File: config.mk
export PLATFORM = sky130hd
export DESIGN_NAME = tmp_timer
export DESIGN_NICKNAME = d
export VERILOG_FILES = /design/src/pkg/tmp_pkg.sv /design/src/hdl/tmp_edge_sync.sv /design/src/hdl/tmp_timer.sv
export SDC_FILE = /design/constraint.sdc
export NUM_CORES = 1
export LEC_CHECK = 0
export BUFFER_PORTS_ARGS = -buffer_cell sky130_fd_sc_hd__clkbuf_2
export CORE_MARGIN = 8
export CORE_UTILIZATION = 40
export DETAILED_ROUTE_END_ITERATION = 12
export SYNTH_ARGS = -nofsm -noshare
export SYNTH_HDL_FRONTEND = slang
export SYNTH_HIERARCHICAL = 1
export SYNTH_SLANG_ARGS = --single-unit
File: constraint.sdc
create_clock -name clock -period 3.9 [get_ports clock]
set_input_delay 0.78 -clock clock [delete_from_list [all_inputs] [get_ports clock]]
set_output_delay 0.78 -clock clock [all_outputs]
set_load 0.02 [all_outputs]
File: src/pkg/tmp_pkg.sv
// package of constants and types for the timer mode/polarity/prescale block
// assumes a single 10 MHz clock domain and synchronous active-high reset
package tmp_pkg;

	localparam int ADDR_W = 4;
	localparam int DATA_W = 8;

	// ****************************************
	// register map
	// ****************************************
	localparam logic [3:0] ADDR_CTL1   = 4'h0;
	localparam logic [3:0] ADDR_CTL0   = 4'h1;
	localparam logic [3:0] ADDR_CTL2   = 4'h2;
	localparam logic [3:0] ADDR_RELOAD = 4'h3;
	localparam logic [3:0] ADDR_CAP0H  = 4'h4;
	localparam logic [3:0] ADDR_CAP0L  = 4'h5;
	localparam logic [3:0] ADDR_CAP1H  = 4'h6;
	localparam logic [3:0] ADDR_CAP1L  = 4'h7;
	localparam logic [3:0] ADDR_STAT   = 4'h8;
	localparam logic [3:0] ADDR_MASK   = 4'h9;

	// control one fields
	localparam int CTL1_EN_BIT  = 7;
	localparam int CTL1_POL_BIT = 6;
	localparam int CTL1_PRE_HI  = 5;
	localparam int CTL1_PRE_LO  = 3;
	localparam int CTL1_MOD_HI  = 2;
	localparam int CTL1_MOD_LO  = 0;
	// control zero: mode top bit
	localparam int CTL0_MODE3_BIT = 7;
	// control two fields
	localparam int CTL2_BOTH_BIT = 4;
	localparam int CTL2_OCTL_BIT = 2;

	localparam logic [7:0] CTL_RESET    = 8'h00;
	localparam logic [7:0] RELOAD_RESET = 8'hFF;
	localparam logic [7:0] ZERO8        = 8'h00;

	// status / mask bits
	localparam int ST_CAP0 = 0;
	localparam int ST_CAP1 = 1;
	localparam int ST_RELD = 2;
	localparam int ST_RSVD = 3;
	localparam int ST_W    = 4;

	// ****************************************
	// operating modes
	// ****************************************
	typedef enum logic [3:0] {
		MODE_ONESHOT     = 4'h0,
		MODE_CONTINUOUS  = 4'h1,
		MODE_COUNTER     = 4'h2,
		MODE_PWM_SINGLE  = 4'h3,
		MODE_CAPTURE     = 4'h4,
		MODE_COMPARE     = 4'h5,
		MODE_GATED       = 4'h6,
		MODE_CAP_COMPARE = 4'h7,
		MODE_PWM_DUAL    = 4'h8,
		MODE_CAP_RESTART = 4'h9,
		MODE_DUAL_TRIG   = 4'hA,
		MODE_TRIG_ONE    = 4'hB,
		MODE_CMP_COUNTER = 4'hC,
		MODE_DEMOD       = 4'hD,
		MODE_RSVD_E      = 4'hE,
		MODE_RSVD_F      = 4'hF
	} tmp_mode_t;

	typedef enum logic [1:0] {
		RUN_IDLE,
		RUN_ARMED,
		RUN_COUNT
	} tmp_run_t;

	localparam int PRE_W   = 3;
	localparam int PRE_CNT = 7;
	localparam logic [PRE_CNT-1:0] PRE_ONE  = 7'h01;
	localparam logic [PRE_CNT-1:0] PRE_ZERO = 7'h00;
	localparam logic [15:0] CNT_ONE  = 16'h0001;
	localparam logic [15:0] CNT_ZERO = 16'h0000;

endpackage : tmp_pkg

File: src/hdl/tmp_edge_sync.sv
// three-stage pin synchroniser with rise/fall detection
// assumes the pin is asynchronous to clock
module tmp_edge_sync (
	input  wire logic clock,
	input  wire logic sys_rst,
	input  wire logic pin,
	output logic      level,
	output logic      rise,
	output logic      fall
);
	import tmp_pkg::*;

	typedef struct packed {
		logic s1;
		logic s2;
		logic s3;
		logic lvl;
		logic r;
		logic f;
	} tmp_sync_t;

	tmp_sync_t st_q;
	tmp_sync_t st_d;

	always_comb begin
		st_d    = st_q;
		st_d.s1 = pin;
		st_d.s2 = st_q.s1;
		st_d.s3 = st_q.s2;
		st_d.r  = 1'b0;
		st_d.f  = 1'b0;
		// accept a change only once stages two and three agree
		if (st_q.s2 == st_q.s3 && st_q.s3 != st_q.lvl) begin
			st_d.lvl = st_q.s3;
			st_d.r   = st_q.s3;
			st_d.f   = ~st_q.s3;
		end
	end

	always_ff @(posedge clock) begin
		if (sys_rst) begin
			st_q <= '0;
		end else begin
			st_q <= st_d;
		end
	end

	assign level = st_q.lvl;
	assign rise  = st_q.r;
	assign fall  = st_q.f;

endmodule : tmp_edge_sync

File: src/hdl/tmp_timer.sv
// timer mode decode, input/output polarity, prescaler and capture
// assumes one 10 MHz clock; timer input 0 arrives asynchronously on a pin
//
// What this block does
// - capture restart: capture on polarity-selected edge
// - comparator counter: idle output=polarity, toggle reload
// - triggered one-shots, output_control_select 0: polarity-selected start
// - triggered one-shots, output_control_select 1: rising start with polarity 0, no start with polarity 1
// - demod both-edge: any edge triggers, both capture
// - demod both-edge: rise->first, fall->second capture
// - demod pol 0: rise starts, rises capture first
// - demod pol 1: fall starts, rises capture first
// - prescale divides input clock by two^field
// - prescaler cleared whenever timer disabled
// - mode = control-zero top bit plus three bits
// - decode documented mode codes
module tmp_timer (
	input  wire logic                   clock,
	input  wire logic                   sys_rst,
	input  wire logic [tmp_pkg::ADDR_W-1:0] reg_addr,
	input  wire logic [tmp_pkg::DATA_W-1:0] reg_wdata,
	input  wire logic                   reg_wr,
	input  wire logic                   reg_rd,
	output logic      [tmp_pkg::DATA_W-1:0] reg_rdata,
	input  wire logic                   timer_in0,
	output logic                        timer_out,
	output logic                        timer_irq
);
	import tmp_pkg::*;

	// ****************************************
	// state
	// ****************************************
	typedef struct packed {
		logic [7:0]         ctl1;
		logic [7:0]         ctl0;
		logic [7:0]         ctl2;
		logic [15:0]        reload;
		logic [15:0]        cnt;
		logic [15:0]        cap0;
		logic [15:0]        cap1;
		logic [PRE_CNT-1:0] pre;
		tmp_run_t           run;
		logic               tout;
		logic [ST_W-1:0]    stat;
		logic [ST_W-1:0]    mask;
		logic [7:0]         rdata;
		logic               irq;
	} tmp_state_t;

	tmp_state_t st_q;
	tmp_state_t st_d;

	logic in_level;
	logic in_rise;
	logic in_fall;

	tmp_edge_sync u_sync (
		.clock   (clock),
		.sys_rst (sys_rst),
		.pin     (timer_in0),
		.level   (in_level),
		.rise    (in_rise),
		.fall    (in_fall)
	);

	// ****************************************
	// decode
	// ****************************************
	logic               enabled;
	logic               pol;
	logic               both;
	logic               octl;
	logic [PRE_W-1:0]   pre_sel;
	tmp_mode_t          mode;
	logic               pol_edge;
	logic               tick;
	logic [PRE_CNT-1:0] pre_mask;
	logic               start_ev;
	logic               cap0_ev;
	logic               cap1_ev;
	logic               reload_ev;
	logic               triggered;
	logic               rsvd_combo;
	logic [ST_W-1:0]    ev;

	always_comb begin
		enabled = st_q.ctl1[CTL1_EN_BIT];
		pol     = st_q.ctl1[CTL1_POL_BIT];
		both    = st_q.ctl2[CTL2_BOTH_BIT];
		octl    = st_q.ctl2[CTL2_OCTL_BIT];
		pre_sel = st_q.ctl1[CTL1_PRE_HI:CTL1_PRE_LO];
		mode    = tmp_mode_t'({st_q.ctl0[CTL0_MODE3_BIT],
			st_q.ctl1[CTL1_MOD_HI:CTL1_MOD_LO]});
		pol_edge = pol ? in_fall : in_rise;
		// divide by 2^field: tick when the low field bits of the counter are all ones
		pre_mask = (PRE_ONE << pre_sel) - PRE_ONE;
		tick     = ((st_q.pre & pre_mask) == pre_mask);
		start_ev   = 1'b0;
		cap0_ev    = 1'b0;
		cap1_ev    = 1'b0;
		triggered  = 1'b0;
		rsvd_combo = 1'b0;
		case (mode)
			MODE_CAP_RESTART: begin
				cap0_ev = pol_edge;
			end
			MODE_TRIG_ONE, MODE_DUAL_TRIG: begin
				triggered = 1'b1;
				if (!octl) begin
					start_ev = pol_edge;
				end else begin
					// polarity 1 reserved here; flagged and never triggers
					start_ev   = in_rise & ~pol;
					rsvd_combo = pol;
				end
			end
			MODE_DEMOD: begin
				triggered = 1'b1;
				if (both) begin
					start_ev = in_rise | in_fall;
					cap0_ev  = in_rise;
					cap1_ev  = in_fall;
				end else if (!pol) begin
					start_ev = in_rise;
					cap0_ev  = in_rise;
				end else begin
					start_ev = in_fall;
					cap0_ev  = in_rise;
				end
			end
			MODE_RSVD_E, MODE_RSVD_F: begin
				rsvd_combo = 1'b1;
			end
			default: begin
				triggered = 1'b0;
			end
		endcase
		reload_ev = (st_q.run == RUN_COUNT) && tick && (st_q.cnt == st_q.reload);
	end

	// ****************************************
	// next state
	// ****************************************
	always_comb begin
		st_d = st_q;
		ev   = '0;
		// register writes
		if (reg_wr) begin
			if (reg_addr == ADDR_CTL1) begin
				st_d.ctl1 = reg_wdata;
			end else if (reg_addr == ADDR_CTL0) begin
				st_d.ctl0 = reg_wdata;
			end else if (reg_addr == ADDR_CTL2) begin
				st_d.ctl2 = reg_wdata;
			end else if (reg_addr == ADDR_RELOAD) begin
				st_d.reload = {reg_wdata, reg_wdata};
			end else if (reg_addr == ADDR_MASK) begin
				st_d.mask = reg_wdata[ST_W-1:0];
			end
		end
		// run control and prescaler
		if (!enabled) begin
			st_d.pre  = PRE_ZERO;
			st_d.cnt  = CNT_ONE;
			st_d.run  = RUN_IDLE;
			st_d.tout = pol;
		end else begin
			st_d.pre = st_q.pre + PRE_ONE;
			case (st_q.run)
				RUN_IDLE: begin
					st_d.run = triggered ? RUN_ARMED : RUN_COUNT;
				end
				RUN_ARMED: begin
					if (start_ev) begin
						st_d.run = RUN_COUNT;
					end
				end
				default: begin
					if (tick) begin
						st_d.cnt = reload_ev ? CNT_ONE : st_q.cnt + CNT_ONE;
					end
					if (reload_ev) begin
						st_d.tout = ~st_q.tout;
						if (mode == MODE_TRIG_ONE || mode == MODE_DUAL_TRIG) begin
							st_d.run = RUN_ARMED;
						end
					end
				end
			endcase
		end
		// captures only once counting is under way
		if (enabled && st_q.run == RUN_COUNT) begin
			if (cap0_ev) begin
				st_d.cap0 = st_q.cnt;
			end
			if (cap1_ev) begin
				st_d.cap1 = st_q.cnt;
			end
		end
		ev[ST_CAP0] = enabled && st_q.run == RUN_COUNT && cap0_ev;
		ev[ST_CAP1] = enabled && st_q.run == RUN_COUNT && cap1_ev;
		ev[ST_RELD] = reload_ev;
		ev[ST_RSVD] = enabled && rsvd_combo;
		// write-one-to-clear, a new event wins over the clear
		if (reg_wr && reg_addr == ADDR_STAT) begin
			st_d.stat = st_q.stat & ~reg_wdata[ST_W-1:0];
		end
		st_d.stat = st_d.stat | ev;
		st_d.irq  = |(st_d.stat & st_d.mask);
		// read data one cycle after the strobe, zero otherwise
		st_d.rdata = ZERO8;
		if (reg_rd) begin
			if (reg_addr == ADDR_CTL1) begin
				st_d.rdata = st_q.ctl1;
			end else if (reg_addr == ADDR_CTL0) begin
				st_d.rdata = st_q.ctl0;
			end else if (reg_addr == ADDR_CTL2) begin
				st_d.rdata = st_q.ctl2;
			end else if (reg_addr == ADDR_RELOAD) begin
				st_d.rdata = st_q.reload[7:0];
			end else if (reg_addr == ADDR_CAP0H) begin
				st_d.rdata = st_q.cap0[15:8];
			end else if (reg_addr == ADDR_CAP0L) begin
				st_d.rdata = st_q.cap0[7:0];
			end else if (reg_addr == ADDR_CAP1H) begin
				st_d.rdata = st_q.cap1[15:8];
			end else if (reg_addr == ADDR_CAP1L) begin
				st_d.rdata = st_q.cap1[7:0];
			end else if (reg_addr == ADDR_STAT) begin
				st_d.rdata = {{(8-ST_W){1'b0}}, st_q.stat};
			end else if (reg_addr == ADDR_MASK) begin
				st_d.rdata = {{(8-ST_W){1'b0}}, st_q.mask};
			end
		end
	end

	always_ff @(posedge clock) begin
		if (sys_rst) begin
			st_q        <= '0;
			st_q.reload <= {RELOAD_RESET, RELOAD_RESET};
			st_q.cnt    <= CNT_ONE;
			st_q.run    <= RUN_IDLE;
		end else begin
			st_q <= st_d;
		end
	end

	assign reg_rdata = st_q.rdata;
	assign timer_out = st_q.tout;
	assign timer_irq = st_q.irq;

	// ****************************************
	// checks
	// ****************************************
	a_idle_out_pol: assert property (@(posedge clock) disable iff (sys_rst)
		!st_q.ctl1[CTL1_EN_BIT] && !$past(st_q.ctl1[CTL1_EN_BIT])
		&& $stable(st_q.ctl1[CTL1_POL_BIT]) |-> timer_out == st_q.ctl1[CTL1_POL_BIT])
		else $error("output not at polarity while disabled");
	a_reload_toggle: assert property (@(posedge clock) disable iff (sys_rst)
		reload_ev && enabled |=> timer_out != $past(timer_out))
		else $error("output did not toggle on reload");
	a_pre_clear: assert property (@(posedge clock) disable iff (sys_rst)
		!enabled |=> st_q.pre == PRE_ZERO)
		else $error("prescaler not cleared");
	a_pre_div_one: assert property (@(posedge clock) disable iff (sys_rst)
		pre_sel == 3'h0 |-> tick)
		else $error("divide by one missing ticks");
	a_restart_cap: assert property (@(posedge clock) disable iff (sys_rst)
		mode == MODE_CAP_RESTART && enabled && st_q.run == RUN_COUNT
		&& (pol ? in_fall : in_rise) |=> st_q.cap0 == $past(st_q.cnt))
		else $error("capture restart edge missed");
	a_trig_start: assert property (@(posedge clock) disable iff (sys_rst)
		(mode == MODE_TRIG_ONE || mode == MODE_DUAL_TRIG) && !octl && enabled
		&& st_q.run == RUN_ARMED && (pol ? in_fall : in_rise) |=> st_q.run == RUN_COUNT)
		else $error("triggered start missed");
	a_rsvd_nostart: assert property (@(posedge clock) disable iff (sys_rst)
		(mode == MODE_TRIG_ONE || mode == MODE_DUAL_TRIG) && octl && pol
		&& st_q.run == RUN_ARMED |=> st_q.run != RUN_COUNT)
		else $error("reserved polarity started timer");
	a_demod_fall: assert property (@(posedge clock) disable iff (sys_rst)
		mode == MODE_DEMOD && both && enabled && st_q.run == RUN_COUNT && in_fall
		|=> st_q.cap1 == $past(st_q.cnt) && st_q.stat[ST_CAP1])
		else $error("falling capture missing");
	a_demod_pol1: assert property (@(posedge clock) disable iff (sys_rst)
		mode == MODE_DEMOD && !both && pol && st_q.run == RUN_ARMED && in_rise
		&& !in_fall |=> st_q.run == RUN_ARMED)
		else $error("demod started on wrong edge");
	a_irq_level: assert property (@(posedge clock) disable iff (sys_rst)
		timer_irq == |($past(st_d.stat) & $past(st_d.mask)))
		else $error("interrupt level wrong");

	// ****************************************
	// checks: start and capture edges
	// ****************************************
	// a polarity change in the same cycle as the edge is not covered here
	a_restart_hold: assert property (@(posedge clock) disable iff (sys_rst)
		mode == MODE_CAP_RESTART && enabled && !(pol ? in_fall : in_rise)
		|=> $stable(st_q.cap0))
		else $error("capture restart took wrong edge");
	a_demod_rise: assert property (@(posedge clock) disable iff (sys_rst)
		mode == MODE_DEMOD && both && enabled && st_q.run == RUN_COUNT && in_rise
		|=> st_q.cap0 == $past(st_q.cnt) && st_q.stat[ST_CAP0])
		else $error("rising capture missing");
	a_both_start: assert property (@(posedge clock) disable iff (sys_rst)
		mode == MODE_DEMOD && both && enabled && st_q.run == RUN_ARMED
		&& (in_rise || in_fall) |=> st_q.run == RUN_COUNT)
		else $error("both-edge start missed");
	a_demod_pol0: assert property (@(posedge clock) disable iff (sys_rst)
		mode == MODE_DEMOD && !both && !pol && enabled && st_q.run == RUN_ARMED
		&& in_rise |=> st_q.run == RUN_COUNT)
		else $error("demod rising start missed");
	a_demod_fall_start: assert property (@(posedge clock) disable iff (sys_rst)
		mode == MODE_DEMOD && !both && pol && enabled && st_q.run == RUN_ARMED
		&& in_fall |=> st_q.run == RUN_COUNT)
		else $error("demod falling start missed");
	a_trig_oc1_rise: assert property (@(posedge clock) disable iff (sys_rst)
		(mode == MODE_TRIG_ONE || mode == MODE_DUAL_TRIG) && octl && !pol && enabled
		&& st_q.run == RUN_ARMED && in_rise |=> st_q.run == RUN_COUNT)
		else $error("output control one start missed");

	// ****************************************
	// checks: prescaler, reserved codes, bus
	// ****************************************
	// above divide by one a tick never repeats on the next cycle
	a_tick_spacing: assert property (@(posedge clock) disable iff (sys_rst)
		enabled && tick && pre_sel != 3'h0 |=> !tick || pre_sel != $past(pre_sel))
		else $error("prescaler ticked too often");
	a_rsvd_flag: assert property (@(posedge clock) disable iff (sys_rst)
		enabled && (mode == MODE_RSVD_E || mode == MODE_RSVD_F) |=> st_q.stat[ST_RSVD])
		else $error("reserved mode not flagged");
	a_rdata_idle: assert property (@(posedge clock) disable iff (sys_rst)
		!reg_rd |=> reg_rdata == ZERO8)
		else $error("read data not zero without strobe");

endmodule : tmp_timer

==> reports/qor.yml <==
sta:
  drv_slew: 0
  tns_ps: 0
  slew_headroom_pct: 48.32
  finClkSkew_ps: 8.998
  rsz0062_at_grt: "false"
  worst_slack_ps: 1269
  finalSetupViolCount: 0
  fin_crit_sh_pct: 67.47
  worstMarginPinSlew_ps: 775.2
  timing.fmax_mhz: 380.1
  period_minus_slack_ps: 2631
  hold_violations: 0
synth:
  synthesis.nets: 630
  ys_seq_area_share_pct: 43.41
  synth_cell_types: 57
  synth_area_leader_cell: "dfxtp_1"
  syn_area_mm2: 0.005211
  synthFlopType: "dfxtp_1"
  ys_top_cells_by_area: "dfxtp_1, mux2i_1, nor2_1"
  synth-edff-count: 0
  synth-seq-cells: 113
  yosysWarningCount: 6
  yosysMostFrequentCell: "dfxtp_1"
  yosys-top-cells-count: "dfxtp_1, nor2_1, nand2_1, a21oi_1, mux2i_1"
  syn_avg_cell_area_um2: 8.529
  synth_cells: 611
  synth.top_cell.area_share_pct: 43.41
  synthArstFlopShare_pct: 0
critical_path:
  regToRegStartpoint: "st_q[60]"
  cp_max_fo: 15
  crit_chain: "or3_1 -> a222oi_1 -> nand4_1 -> nor3_4 -> or2_1 -> nor2_1"
  r2r_slack_ps: 1270
  crit_path_end: "st_q[73]"
  start_kind: "flip-flop"
  cpMaxStageDelayCell: "or2_1"
  endpoint_kind: "flip-flop"
  crit_start: "st_q[60]"
  arrival_ps: 2910
  path_class: "flip-flop to flip-flop"
  worst_r2r_path_depth: 6
  r2r-end: "st_q[73]"
  cp_slowest_stage_delay_ps: 490
  crit_required_ps: 4180
cells_and_area:
  fillerInstances: 1252
  nets: 633
  drive_above_1_share_pct: 12.30
  diodes: 0
  syn2layout_area_growth_pct: 14.24
  multi_input_area_mm2: 0.002653
  regArea_mm2: 0.002262
drt:
  ant_nets: 0
  viasPerCell: 5.560
  routed-via-count: 4437
  drt_wl_total_um: 13590
  first_pass_iters: 6
  first_iter_violations: 416
  drc: 0
  post_drt_wl_per_cell_um: 17.03
placed_design:
  pre_cts_ws_ps: 1187
  portBuffers: 26
  dpl.hpwl_um: 9420
  globalplace.congestion: 0.9193
pwr:
  p_sw_mw: 0.5920
  power_frac_seq_pct: 41.8
  p_total_mw: 2.811
  combPwrFrac_pct: 3.9
  p_per_area_mw_per_mm2: 472.2
  swShare_pct: 21.06
  clockPowerShare_pct: 54.4
  p_int_mw: 2.219
  ir_worst_vdd_mv: 0.3561
  leakage_nw: 1.998
die:
  die_w_um: 130.1
  die_area_mm2: 0.01694
  start_util_pct: 41.13
  die_y_um: 130.1
  num_rows: 41
  fp.coreArea_mm2: 0.01267
  ioPinCount: 27
clock_network:
  clkSinkCount: 113
  path_clk_slew_ps: 50
  cts_resized: 0
  h-tree-depth: 4
  cts_tree: "built"
  clock_latency_ps: 420
  numCtsBuffers: 17
  post-cts-setup-buffers: 0
  hold_buffers: 0
  cts_root_buf: "clkbuf_16"
  cts_buffer_depth: 2
global_route:
  antenna_found_initial: 0
  grt_max_degree: 59
  grt_use_total_pct: 17.07
  grt_pass1_wl_um: 21960
  overflow: 0
  grt_pass1_vias: 4260
flow_run:
  max-cap-violations: 0
outcome:
  outcome: "completed"
worst_hold_path:
  worstHoldPathType: "flip-flop to flip-flop"
## flip-flops by register name (all words and copies together), names as in the netlist
name and flops:
reg_rdata 8, u_sync/level 1, pre_sel 3, u_sync/fall 1
timer_out 1, u_sync/st_d 2, mode 4, octl 1
timer_irq 1, enabled 1, pol 1, st_q 86
both 1, u_sync/st_q 1, u_sync/rise 1
## per-layer routing
metal  up-vias  GRT usage (%)  share of wire [%]
li1       2142              -                  -
met1      2132          21.35                 45
met2       138          27.00                 47
met3        25          5.100                6.1
met4         0          6.762                1.8
met5         -              0                  0
## power groups by stage
| stage | Sequential, mW | Clock (mW) | Combinational, mW |
|---|---|---|---|
| after global placement | 1.20 | 0 | 0.107 |
| final | 1.17 | 1.53 | 0.109 |
| after floorplan | 1.19 | 0 | 0.0766 |
| after global routing | 1.17 | 1.61 | 0.118 |
| after detailed placement | 1.20 | 0 | 0.108 |
| after CTS | 1.17 | 1.56 | 0.108 |
## cell families after synthesis
kind of cell,after synthesis,synth area share (%)
flip-flops,113,43.41
AO/OA/AOI/OAI,110,13.71
buffers and inverters,66,6.026
AND/OR/NAND/NOR,257,23.67
XOR/XNOR,19,3.193
multiplexers,44,9.508
adder cells (fa/ha/maj),2,0.4801
## cell usage in the layout (no fill, tap or decap), drive strengths merged, types with 7 or more instances in the layout
cell type / count
o22ai: 8
nand2b: 9
a21oi: 45
inv: 19
a211o: 8
nand3: 35
nand4: 7
clkbuf: 52
xnor2: 15
mux2i: 36
nand2: 62
dfxtp: 113
nor3: 17
o21ai: 11
a211oi: 8
or3: 13
nor2: 84
## how the worst min path moves through the flow
stage                               from        endpoint  slack [ps]  cells past startpoint
after global placement    u_sync/st_d[4]  u_sync/st_d[3]         420                      1
after floorplan           u_sync/st_d[4]  u_sync/st_d[3]         410                      1
after global routing            st_q[33]        st_q[33]         460                      2
after detailed placement  u_sync/st_d[4]  u_sync/st_d[3]         440                      1
after CTS                       st_q[32]        st_q[32]         450                      2
final                     u_sync/st_d[4]  u_sync/st_d[3]         450                      1
## layout make-up
type,instances,area share (%)
repair buffers,31,2.816
well taps,172,3.615
inverters,19,1.198
clock inverters,5,1.261
multi-input cells,432,44.56
clock buffers,26,8.554
flip-flops and latches,113,38.00
## worst max-delay path: cells and delay by family (launching register included)
kind,cells,cell delay [ps]
compound gates,1,410
flops,1,420
simple gates,5,1660
## per-stage QoR
step | area [µm²] | utilization (%) | instances | hold slack (ps)
3_5_place_dp | 5369 | 42.37 | 767 | 439.6
4_1_cts | 5953 | 46.98 | 798 | 451.1
6_report | 5953 | 46.98 | 798 | 445.4
5_1_grt | 5953 | 46.98 | 798 | 464.7
3_3_place_gp | 5369 | 42.37 | 767 | 418.6
2_1_floorplan | 5211 | - | 611 | 413.8
No activity file was read; power rests on OpenSTA's default activity.
